### config.mk
export PLATFORM = sky130hd
export DESIGN_NAME = cegu_cfg
export DESIGN_NICKNAME = d
export VERILOG_FILES = /design/src/core/cegu_pkg.sv /design/src/core/cegu_gain_ramp.sv /design/src/core/cegu_cfg.sv
export SDC_FILE = /design/constraint.sdc
export NUM_CORES = 1
export LEC_CHECK = 0
export BUFFER_PORTS_ARGS = -buffer_cell sky130_fd_sc_hd__buf_2
export CORE_MARGIN = 8
export CORE_UTILIZATION = 24
export DETAILED_ROUTE_END_ITERATION = 10
export PLACE_DENSITY = 0.43
export SLEW_MARGIN = 20
export SYNTH_ARGS = -nofsm -noshare
export SYNTH_HDL_FRONTEND = slang
export SYNTH_SLANG_ARGS = --single-unit
### constraint.sdc
create_clock -name core_clk -period 9.3 [get_ports core_clk]
set_input_delay 0.93 -clock core_clk [delete_from_list [all_inputs] [get_ports core_clk]]
set_output_delay 0.93 -clock core_clk [all_outputs]
set_load 0.05 [all_outputs]
### src/core/cegu_pkg.sv
`default_nettype none

package cegu_pkg;

  // ---------------------------------------------------------------------------
  // Register map
  // ---------------------------------------------------------------------------
  localparam logic [7:0] GAIN_UPDATE_STYLE_CONFIG_OFS = 8'h71;
  localparam logic [7:0] INPUT_CHANNEL_GATE_OFS       = 8'h73;
  localparam logic [7:0] OUTPUT_SLOT_GATE_OFS         = 8'h74;
  localparam logic [7:0] POWER_CONTROL_OFS            = 8'h75;

  localparam logic [7:0] GAIN_UPDATE_STYLE_CONFIG_RST = 8'h00;
  localparam logic [7:0] INPUT_CHANNEL_GATE_RST       = 8'hC0;
  localparam logic [7:0] OUTPUT_SLOT_GATE_RST         = 8'h00;
  localparam logic [7:0] POWER_CONTROL_RST            = 8'h00;

  // Writable masks; every other bit is held at its reset value.
  localparam logic [7:0] GAIN_UPDATE_STYLE_WMASK = 8'hC0;
  localparam logic [7:0] CHANNEL_GATE_WMASK      = 8'hF0;
  localparam logic [7:0] POWER_CONTROL_WMASK     = 8'h40;

  // Field positions.
  localparam int STYLE_LSB      = 6;
  localparam int LANE_LSB       = 4;
  localparam int POWER_UP_BIT   = 6;

  // ---------------------------------------------------------------------------
  // Timing
  // ---------------------------------------------------------------------------
  localparam int CLK_MHZ         = 50;
  localparam int STEP_FAST_US    = 20;
  localparam int STEP_SLOW_US    = 40;
  localparam int STEP_FAST_CYC   = STEP_FAST_US * CLK_MHZ;
  localparam int STEP_SLOW_CYC   = STEP_SLOW_US * CLK_MHZ;
  localparam int SMOOTH_CYC      = 8;
  localparam int GAIN_W          = 7;

  // ---------------------------------------------------------------------------
  // Types
  // ---------------------------------------------------------------------------
  typedef enum logic [1:0] {
    CEGU_STYLE_IMMEDIATE,
    CEGU_STYLE_SMOOTH,
    CEGU_STYLE_RAMP_FAST,
    CEGU_STYLE_RAMP_SLOW
  } cegu_style_t;

  typedef struct packed {
    logic       wr;
    logic       rd;
    logic [7:0] addr;
    logic [7:0] wdata;
  } cegu_req_t;

endpackage : cegu_pkg

`default_nettype wire

### src/core/cegu_gain_ramp.sv
`timescale 1ns/10ps
`default_nettype none

module cegu_gain_ramp
  import cegu_pkg::*;
(
  input  wire logic              core_clk,   // System clock.
  input  wire logic              resetn,     // Async reset, active low.
  input  wire logic              load,       // New target gain written.
  input  wire logic [GAIN_W-1:0] target,     // Target gain, 0.5 dB units.
  input  wire cegu_style_t       style,      // Style latched with the load.
  output logic      [GAIN_W-1:0] gain,       // Applied gain.
  output logic                   busy        // Change in progress.
);

  // ---------------------------------------------------------------------------
  // Step pacing
  // ---------------------------------------------------------------------------
  typedef enum {CEGU_IDLE, CEGU_WAIT, CEGU_STEP} cegu_ramp_state_t;

  cegu_ramp_state_t  state, next_state;
  cegu_style_t       act_style, next_act_style;
  logic [GAIN_W-1:0] goal, next_goal, next_gain;
  logic [11:0]       cnt, next_cnt;

  // Pacing interval per style; smooth mode waits once then jumps.
  function automatic logic [11:0] interval(input cegu_style_t s);
    case (s)
      CEGU_STYLE_RAMP_FAST: interval = 12'(STEP_FAST_CYC - 1);
      CEGU_STYLE_RAMP_SLOW: interval = 12'(STEP_SLOW_CYC - 1);
      default:              interval = 12'(SMOOTH_CYC - 1);
    endcase
  endfunction : interval

  // Next-state logic; a new load restarts from the current gain.
  always_comb begin
    next_state     = state;
    next_act_style = act_style;
    next_goal      = goal;
    next_gain      = gain;
    next_cnt       = cnt;
    if (load) begin
      next_act_style = style;
      next_goal      = target;
      if (style == CEGU_STYLE_IMMEDIATE) begin
        next_gain  = target;
        next_state = CEGU_IDLE;
      end else begin
        next_cnt   = interval(style);
        next_state = CEGU_WAIT;
      end
    end else begin
      case (state)
        CEGU_IDLE: next_cnt = '0;
        CEGU_WAIT: begin
          if (cnt == '0) begin
            next_state = CEGU_STEP;
          end else begin
            next_cnt = cnt - 12'h001;
          end
        end
        CEGU_STEP: begin
          if (act_style == CEGU_STYLE_SMOOTH) begin
            next_gain  = goal;
            next_state = CEGU_IDLE;
          end else if (gain == goal) begin
            next_state = CEGU_IDLE;
          end else begin
            // One 0.5 dB step per interval.
            if (gain < goal) begin
              next_gain = gain + 7'h01;
            end else begin
              next_gain = gain - 7'h01;
            end
            next_cnt   = interval(act_style);
            next_state = (next_gain == goal) ? CEGU_IDLE : CEGU_WAIT;
          end
        end
        default: next_state = CEGU_IDLE;
      endcase
    end
  end

  // State registers.
  always_ff @(posedge core_clk or negedge resetn) begin
    if (!resetn) begin
      state     <= CEGU_IDLE;
      act_style <= CEGU_STYLE_IMMEDIATE;
      goal      <= '0;
      gain      <= '0;
      cnt       <= '0;
      busy      <= 1'b0;
    end else begin
      state     <= next_state;
      act_style <= next_act_style;
      goal      <= next_goal;
      gain      <= next_gain;
      cnt       <= next_cnt;
      busy      <= (next_state != CEGU_IDLE);
    end
  end

endmodule : cegu_gain_ramp

`default_nettype wire

### src/core/cegu_cfg.sv
// Functional notes
// Style code 0 applies a new channel gain at once.
// Style code 1 applies gain with artifact reduction, no stepping.
// Style code 2 ramps gain in 0.5 dB steps every 20 us.
// Style code 3 ramps gain in 0.5 dB steps every 40 us.
// Host keeps ramped gain within 30 dB or 24 dB by input mode.
// Input gate bit 7 enables channel 1, resets to one.
// Input gate bit 6 enables channel 2, resets to one.
// Input gate bit 5 enables microphone channel 3, resets to zero.
// Input gate bit 4 enables microphone channel 4, resets to zero.
// Output gate bits 7..4 drive or tri-state slots 1 to 4.
// Output gate resets to zero, so no slot drives.
// Host writes only reset values into reserved bits.
// Power-up bit powers enabled channels; clear powers all down.
// Style in force at a gain write governs that gain change.
`timescale 1ns/10ps
`default_nettype none

module cegu_cfg
  import cegu_pkg::*;
(
  input  wire logic              core_clk,        // System clock.
  input  wire logic              resetn,          // Async reset, active low.
  input  wire cegu_req_t         req,             // Register access request.
  output logic      [7:0]        rdata,           // Read data, registered.
  output logic                   rvalid,          // Read data valid pulse.
  input  wire logic [1:0]        gain_load,       // Gain write per channel.
  input  wire logic [GAIN_W-1:0] gain_target,     // Written gain value.
  output logic [1:0][GAIN_W-1:0] gain_applied,    // Applied gain per channel.
  output logic      [1:0]        gain_busy,       // Change in progress.
  output logic      [3:0]        lane_power,      // Channel power request.
  output logic      [3:0]        slot_drive_oe,   // Slot output enables.
  output logic      [1:0]        live_gain_update_style // Current style.
);

  // ---------------------------------------------------------------------------
  // Register file
  // ---------------------------------------------------------------------------
  logic [7:0] gain_update_style_config, next_gain_update_style_config;
  logic [7:0] input_channel_gate, next_input_channel_gate;
  logic [7:0] output_slot_gate, next_output_slot_gate;
  logic [7:0] power_control, next_power_control;
  logic [7:0] next_rdata;

  // Merge writable bits with reserved ones held at reset value.
  function automatic logic [7:0] merge(input logic [7:0] d,
                                       input logic [7:0] m,
                                       input logic [7:0] r);
    merge = (d & m) | (r & ~m);
  endfunction : merge

  // Writes and reads. Reserved bits ignore the host so a careless
  // write cannot disturb hidden state.
  always_comb begin
    next_gain_update_style_config = gain_update_style_config;
    next_input_channel_gate       = input_channel_gate;
    next_output_slot_gate         = output_slot_gate;
    next_power_control            = power_control;
    next_rdata                    = rdata;
    if (req.wr) begin
      case (req.addr)
        GAIN_UPDATE_STYLE_CONFIG_OFS: next_gain_update_style_config =
          merge(req.wdata, GAIN_UPDATE_STYLE_WMASK,
                GAIN_UPDATE_STYLE_CONFIG_RST);
        INPUT_CHANNEL_GATE_OFS: next_input_channel_gate =
          merge(req.wdata, CHANNEL_GATE_WMASK,
                INPUT_CHANNEL_GATE_RST);
        OUTPUT_SLOT_GATE_OFS: next_output_slot_gate =
          merge(req.wdata, CHANNEL_GATE_WMASK,
                OUTPUT_SLOT_GATE_RST);
        POWER_CONTROL_OFS: next_power_control =
          merge(req.wdata, POWER_CONTROL_WMASK, POWER_CONTROL_RST);
        default: ;
      endcase
    end
    if (req.rd) begin
      case (req.addr)
        GAIN_UPDATE_STYLE_CONFIG_OFS: next_rdata = gain_update_style_config;
        INPUT_CHANNEL_GATE_OFS:       next_rdata = input_channel_gate;
        OUTPUT_SLOT_GATE_OFS:         next_rdata = output_slot_gate;
        POWER_CONTROL_OFS:            next_rdata = power_control;
        default:                      next_rdata = 8'h00;
      endcase
    end
  end

  // Register state; reset values give channels 1 and 2 enabled.
  always_ff @(posedge core_clk or negedge resetn) begin
    if (!resetn) begin
      gain_update_style_config <= GAIN_UPDATE_STYLE_CONFIG_RST;
      input_channel_gate       <= INPUT_CHANNEL_GATE_RST;
      output_slot_gate         <= OUTPUT_SLOT_GATE_RST;
      power_control            <= POWER_CONTROL_RST;
      rdata                    <= 8'h00;
      rvalid                   <= 1'b0;
    end else begin
      gain_update_style_config <= next_gain_update_style_config;
      input_channel_gate       <= next_input_channel_gate;
      output_slot_gate         <= next_output_slot_gate;
      power_control            <= next_power_control;
      rdata                    <= next_rdata;
      rvalid                   <= req.rd;
    end
  end

  // ---------------------------------------------------------------------------
  // Channel power and slot drive
  // ---------------------------------------------------------------------------
  logic [3:0] next_lane_power, next_slot_drive_oe;

  // Bit 7 maps to channel 1, so the field is reversed into lane order.
  // Channels 3 and 4 gate microphone lanes only.
  always_comb begin
    next_lane_power    = 4'h0;
    next_slot_drive_oe = 4'h0;
    for (int i = 0; i < 4; i++) begin
      next_lane_power[i] = power_control[POWER_UP_BIT] &
                           input_channel_gate[7-i];
      next_slot_drive_oe[i] = output_slot_gate[7-i];
    end
  end

  // Registered so outputs come straight from flops (one cycle lag).
  always_ff @(posedge core_clk or negedge resetn) begin
    if (!resetn) begin
      lane_power             <= 4'h0;
      slot_drive_oe          <= 4'h0;
      live_gain_update_style <= 2'h0;
    end else begin
      lane_power             <= next_lane_power;  // see R08
      slot_drive_oe          <= next_slot_drive_oe;
      live_gain_update_style <=
        gain_update_style_config[STYLE_LSB+1:STYLE_LSB];
    end
  end

  // ---------------------------------------------------------------------------
  // Per-channel gain update engines
  // ---------------------------------------------------------------------------
  cegu_style_t cur_style;
  assign cur_style =
    cegu_style_t'(gain_update_style_config[STYLE_LSB+1:STYLE_LSB]);

  // The style is sampled at the gain write; later style writes leave
  // an ongoing ramp alone so the audio never sees a glitch.
  genvar ch;
  generate
    for (ch = 0; ch < 2; ch++) begin : g_ramp
      cegu_gain_ramp u_ramp (
        .core_clk (core_clk),
        .resetn   (resetn),
        .load     (gain_load[ch]),
        .target   (gain_target),
        .style    (cur_style),
        .gain     (gain_applied[ch]),
        .busy     (gain_busy[ch])
      );
    end
  endgenerate

endmodule : cegu_cfg

`default_nettype wire

==> metrics.cfg, run 1 <==
[global_route]
grt_antenna_before_repair = 0
grt_max_degree = 83
first_global_vias = 5332
grt_first_pass_wirelength_mm = 28.5
grt_overflow = 0
grt_usage_pct = 9.78

[clock_network]
cts_tree = built
h-tree-depth = 4
clock-sinks = 148
cts-resized-gates = 0
postCtsHoldBufs = 0
cts_setup_buffers = 0
worstSkewPairLatency_ns = 0.43
clockRootBuffer = clkbuf_16
cts_made_buffers = 17
clk_pin_slew_ns = 0.08
clock_path_buffers = 2

[power]
p_leak_uw = 0.00398
clockPowerShare_pct = 27.9
ir_worst_vdd_uv = 124
power_frac_seq_pct = 30.9
pwr-share-comb_pct = 41.2
powerDensity_nw_per_um2 = 289
netSwitchingFraction_pct = 40.0
p_switching_uw = 1010
p_int_uw = 1520

[timing]
final_hold_viol_count = 0
fin_crit_ns = 4.03
skew_ns = 0.0224
slew_headroom_pct = 42.1
hold_ws_ns = 0.421
max_freq_ghz = 0.248
fin_crit_sh_pct = 43.3
fin_setup_tns_ns = 0
tightest_slew_ns = 0.868
setup_violations = 0
maxSlewViolCount = 0
grt_setup_unrepaired = false

[floorplan]
num_io_pins = 64
die_x_um = 189
core_area_um2 = 29600
rows = 63
start_util_pct = 24.3
die_height_um = 189
die-area_um2 = 35900

[synth]
synth_most_common_cell = dfrtp_1
synth_top_family_by_area = compound AO/OA/AOI/OAI gates
synthDistinctLibCells = 71
async_flop_share_pct = 100
ys_seq_area_share_pct = 51.4
synth_xor_area_share_pct = 2.88
synth-adder-area-share_pct = 5.76
synth_edf_count = 0
netlist_area_um2 = 7220
yosysWarnings = 0
synthCells = 685
synthSimpleGateAreaFrac_pct = 15.7
syn_avg_cell_area_um2 = 10.5
yosys-top-cells-area = dfrtp_1 51%, ha_1 5.2%, o21ai_0 4.4%
yosys.area.top_type_share_pct = 50.6
yosysTopAreaCell = dfrtp_1
synth_flop_cell = dfrtp_1
synth_seq_cells = 148
synth_compound_area_share_pct = 16.0
muxShareOfSynthArea_pct = 4.14
synthTopCellsByCount = 146 x dfrtp_1, 63 x o21ai_0, 47 x nand2_1

[finish]
nets = 859
fin_util_pct = 29.5
drive_gt1_share_pct = 15.4
diodes = 0
stdcell_count = 1201
nFillCells = 3113
area_growth_pct = 21.1

[drt]
drc = 0
vias = 5228
wire_per_inst_um = 14.2
drt-total-wl_mm = 17.0
routed_via_density = 4.35
dr.pass1.iters = 5
ant_nets = 0
dr.first_iter.drc_count = 284

[critical_path]
cp.required_ns = 9.54
worstPathMaxFanout = 8
critPathKind = reg -> reg
crit_path_start_kind = flip-flop
cp-end-kind = flip-flop
cp.arrival_ns = 4.26

[run]
drv_cap = 0

[placed_design]
gpl.final_weighted_congestion = 0.806
dp_cells = 1169
place_hpwl_mm = 12.2
place.port_buffers = 55

[run_status]
outcome = finished, final reports clean

[worst_hold_path]
hp-class = reg -> reg

[worst max-delay path: stages, from the launching register on]
cell      delay (ns)
dfrtp_1         0.47
ha_1            0.36
a21oi_1         0.20
a21oi_1         0.10
or3_1           0.55
ha_1            0.42
a21oi_1         0.31
and3_1          0.25
nor3_1          0.05
nand4b_1        0.21
o41ai_1         0.63
o211ai_1        0.28
[flip-flops by register name (all words and copies together) (netlist names), 14 cells and up]
name / cells
g_ramp.u_ramp.gain: 14
g_ramp.u_ramp.state: 64
g_ramp.u_ramp.goal: 14
g_ramp.u_ramp.cnt: 24
[stage by stage]
stage	setup WS, ns	total power [uW]	instance area [um^2]
2_1_floorplan	5.65	1610	7450
3_3_place_gp	5.24	1840	8110
3_5_place_dp	5.28	1840	8110
4_1_cts	5.27	2560	8740
5_1_grt	4.83	2730	8740
6_report	5.27	2520	8740
[placed cells by master, fill, tap and decap left out, types with 4 or more instances in the layout]
cell type and n:
conb_1 64, and2_1 8, clkinv_8 8, o21ai_0 63, or4_1 8, a21o_1 8
inv_1 43, mux2i_1 4, a211o_1 4, clkbuf_16 17, a31oi_1 9, xnor2_1 11
nor2b_1 6, or3_1 6, nand3b_1 4, nand4_1 6, ha_1 30, nand2b_1 10
nand3_1 14, nor3_1 16, buf_2 54, mux2_2 20, o22ai_1 6, o31ai_1 4
dfrtp_1 146, xor2_1 5, nand2_1 47, nor4_1 18, a2111oi_0 5, a21oi_1 40
a211oi_1 6, inv_8 4, nor2_1 40
[worst paths after layout]
check	start	endpoint	slack (ns)	cells past startpoint
max in group asynchronous	resetn	g_ramp[1].u_ramp.state[25]	7.36	2
worst min register to register	output_slot_gate[5]	slot_drive_oe[2]	0.42	0
worst max register to register	g_ramp[1].u_ramp.gain[2]	g_ramp[1].u_ramp.busy	5.27	11
worst min-delay path	output_slot_gate[5]	slot_drive_oe[2]	0.42	0
worst max-delay path	g_ramp[1].u_ramp.gain[2]	g_ramp[1].u_ramp.busy	5.27	11
min in group asynchronous	resetn	g_ramp[0].u_ramp.state[5]	0.58	1
[cell families after synthesis]
| family | Yosys count |
|---|---|
| other | 1 |
| AO/OA/AOI/OAI | 183 |
| AND/OR/NAND/NOR | 205 |
| XOR/XNOR | 19 |
| adder cells (fa/ha/maj) | 32 |
| flip-flops | 148 |
| buffers and inverters | 70 |
| multiplexers | 27 |
[power groups by stage]
stage	Combinational (uW)	Sequential [uW]	Clock, uW
6_report	1040	780	704
5_1_grt	1180	793	757
4_1_cts	1050	783	732
3_5_place_dp	1040	795	0
3_3_place_gp	1040	795	0
2_1_floorplan	737	870	0
[layer usage]
layer | GRT usage, % | wire [um] | vias up
met1 | 13.0 | 8270 | 2510
met2 | 15.6 | 8170 | 49
met3 | 2.10 | 395 | 13
li1 | - | - | 2656
met5 | 0 | 0 | -
met4 | 3.19 | 185 | 0
[cell type report]
cell class	count	area, um^2	share of cell area (%)
timing repair buffer	58	304	3.48
sequential	148	3710	42.4
tap	390	488	5.58
inverter	43	161	1.85
clock inverter	15	201	2.30
clock buffer	17	425	4.87
multi-input combinational	530	3460	39.5
(Power assumes the default switching activity.)
==> inputs of run 2 (changes only) <==
--- a/config.mk
+++ b/config.mk
@@ -5,11 +5,12 @@
 export SDC_FILE = /design/constraint.sdc
 export NUM_CORES = 1
 export LEC_CHECK = 0
+export ABC_AREA = 1
 export BUFFER_PORTS_ARGS = -buffer_cell sky130_fd_sc_hd__buf_2
 export CORE_MARGIN = 8
 export CORE_UTILIZATION = 24
 export DETAILED_ROUTE_END_ITERATION = 10
-export PLACE_DENSITY = 0.43
+export PLACE_DENSITY = 0.44
 export SLEW_MARGIN = 20
 export SYNTH_ARGS = -nofsm -noshare
 export SYNTH_HDL_FRONTEND = slang
==> constraint.sdc (replaced) <==
create_clock -name core_clk -period 3.3 [get_ports core_clk]
set_input_delay 0.33 -clock core_clk [delete_from_list [all_inputs] [get_ports core_clk]]
set_output_delay 0.33 -clock core_clk [all_outputs]
set_load 0.05 [all_outputs]
==> run 2 against run 1 <==
Net effect: non-clock buffer count increased by 15; register-to-register slack got worse by 4.9 ns; sequential share of layout area decreased by 1.4 points; cell area grew 3.4%; via count up 14%; critical endpoint unchanged; largest cell class unchanged; highest routed layer is now met5.
==> metrics.cfg, run 2 <==
[run_status]
outcome = finished, final reports clean

[critical_path]
r2r_slack_ns = 0.34  ; -4.94 ns
worstPathMaxFanout = 5  ; -3
critPathLaunch = g_ramp[1].u_ramp.gain[6]
reg2reg_depth = 19  ; +8
cp-end-kind = flip-flop
crit_path_start_kind = flip-flop
reg2reg_to = g_ramp[1].u_ramp.busy
cp-endpoint = g_ramp[1].u_ramp.busy
critPathKind = reg -> reg
cp.arrival_ns = 3.24  ; -1.02 ns
r2r-start = g_ramp[1].u_ramp.gain[6]
cp.required_ns = 3.58  ; -5.96 ns

[placed_design]
gpl.final_weighted_congestion = 0.791  ; -1.9%
place.port_buffers = 55  ; unchanged
place_hpwl_mm = 12.9  ; +5.8%

[floorplan]
num_io_pins = 64  ; unchanged
die_height_um = 192  ; +1.2%
start_util_pct = 24.3  ; -0.088 points
die-area_um2 = 36700  ; +2.3%
die_x_um = 192  ; +1.2%
rows = 64  ; +1.6%
core_area_um2 = 30500  ; +2.9%

[clock_network]
clock_path_buffers = 2  ; unchanged
cts_tree = built
clock-sinks = 148  ; unchanged
worstSkewPairLatency_ns = 0.43  ; about the same
clockRootBuffer = clkbuf_16
clk_pin_slew_ns = 0.07  ; about the same
h-tree-depth = 4  ; unchanged
cts_made_buffers = 17  ; unchanged

[timing]
skew_ns = 0.0139  ; -0.00858 ns
grt_setup_unrepaired = false
final_hold_viol_count = 0  ; unchanged
tightest_slew_ns = 0.770  ; -0.0984 ns
maxSlewViolCount = 0  ; unchanged
fin_setup_tns_ns = 0  ; unchanged
max_freq_ghz = 0.337  ; +36%
setup_violations = 0  ; unchanged
fin_crit_sh_pct = 89.8  ; +47 points
slew_headroom_pct = 48.2  ; +6.1 points
fin_crit_ns = 2.96  ; -1.06 ns

[synth]
synth_seq_cells = 148  ; unchanged
yosysTopAreaCell = dfrtp_1
async_flop_share_pct = 100  ; unchanged
synthTopCellsByCount = 245 x nand2_1, 146 x dfrtp_1, 110 x nor2_1
yosys-top-cells-area = dfrtp_1 49%, nand2_1 12%, nor2_1 5.6%
synth_flop_cell = dfrtp_1
ys_seq_area_share_pct = 50.1  ; -1.3 points
yosysWarnings = 0  ; unchanged
synth_most_common_cell = nand2_1
yosys.area.top_type_share_pct = 49.4  ; -1.3 points
syn_avg_cell_area_um2 = 8.14  ; -23%
synthCells = 909  ; +33%
netlist_area_um2 = 7400  ; +2.6%
synthDistinctLibCells = 41  ; -42%
synth_edf_count = 0  ; unchanged

[global_route]
grt_overflow = 0  ; unchanged
first_global_vias = 5931  ; +11%
grt_first_pass_wirelength_mm = 29.6  ; +4.0%
grt_antenna_before_repair = 1  ; +1
grt_max_degree = 77  ; -7.2%
grt_usage_pct = 9.99  ; +0.21 points

[power]
p_total_uw = 7100  ; +180%
p_leak_uw = 0.00466  ; +17%
powerDensity_nw_per_um2 = 786  ; +170%
ir_worst_vdd_uv = 353  ; +180%

[finish]
drive_gt1_share_pct = 11.3  ; -4.1 points
area_growth_pct = 22.1
largest_reg_flops = 64  ; unchanged
fin_util_pct = 29.6  ; +0.13 points
reg_top3 = g_ramp.u_ramp.state: 64 flops, g_ramp.u_ramp.cnt: 24 flops
final_common_cell = nand2_1
layout_common_cells = 245 x nand2_1, 146 x dfrtp_1, 109 x nor2_1
top_register = g_ramp.u_ramp.state
nets = 1104  ; +29%
diodes = 0  ; unchanged

[drt]
drt-total-wl_mm = 17.2  ; +1.3%
routed_via_density = 4.11  ; -5.6%
ant_nets = 0  ; unchanged
drc = 0  ; unchanged
wire_per_inst_um = 11.9  ; -16%
dr.first_iter.drc_count = 382  ; +35%
vias = 5968  ; +14%
dr.pass1.iters = 6  ; +1

[worst_hold_path]
hp-class = in -> reg
min-delay-start = req[16]
min_path_cells = 1  ; +1

[run]
drv_cap = 0  ; unchanged

==> run 2: kinds of logic (layout without fill, tap and decap cells) <==
logic type,count (synthesis),count (layout),synth area share (%)
adder cells (fa/ha/maj),32,32,5.61
other,1,64,0.0507
AO/OA/AOI/OAI,124,124,9.13
AND/OR/NAND/NOR,460,460,26.0
flip-flops,148,148,50.1
XOR/XNOR,14,14,2.03
buffers and inverters,130,214,7.10
==> run 2: report_power, final <==
group | switching [uW] | internal (uW)
clock | 909 | 1020
combinational | 1910 | 1130
sequential | 146 | 1980
total | 2960 | 4140
==> run 2: critical path, stage by stage, from the launching register on <==
cell and delay (ns):
dfrtp_1 0.43, ha_1 0.32, nand2_1 0.11, inv_1 0.04, a21oi_1 0.17, nand2_1 0.11
buf_4 0.16, ha_1 0.32, a21oi_1 0.17, nand3_1 0.16, nand3_1 0.12, nand2_1 0.05
nor2_1 0.10, nand2_1 0.06, nor2_1 0.08, nand3_1 0.08, nand2_1 0.07, nand2_1 0.05
nand2_1 0.07, nand3_1 0.12
==> run 2: timing repair <==
action | in CTS | in global routing
hold buffers | 1 | 0
setup buffers | 0 | 0
gates resized for setup | 0 | 2
hold endpoints to repair | 72 | 0
endpoints found under the setup margin | 0 | 2
==> run 2: layout make-up <==
class	instances	area (um^2)
clock buffers	17	425
clock inverters	15	175
fillers	3264	21500
inverters	109	409
multi-input cells	694	3410
flip-flops and latches	148	3710
well taps	396	495
repair buffers	73	419
==> run 2: routing by layer <==
metal / track usage (%) / share of wire, %
met3: 2.85 / 4.0
met2: 15.9 / 45
met1: 13.3 / 50
met5: 0 / 0.070
met4: 2.19 / 0.74
==> run 2: how the worst min path moves through the flow <==
stage	to
after floorplan	g_ramp[0].u_ramp.act_style[0]
after global placement	slot_drive_oe[2]
after detailed placement	slot_drive_oe[3]
after CTS	rvalid
after global routing	rvalid
final	rvalid
==> run 2: stage by stage <==
stage | cell area (um^2) | hold slack (ns) | instances | setup WS, ns
global route | 9040 | 0.0766 | 1452 | 0.00138
CTS | 9040 | 0.0755 | 1452 | 0.277
detailed placement | 8430 | 0.394 | 1419 | 0.302
floorplan | 7640 | 0.0344 | 972 | 0.250
global placement | 8430 | 0.402 | 1419 | 0.302
finish | 9040 | 0.105 | 1452 | 0.337
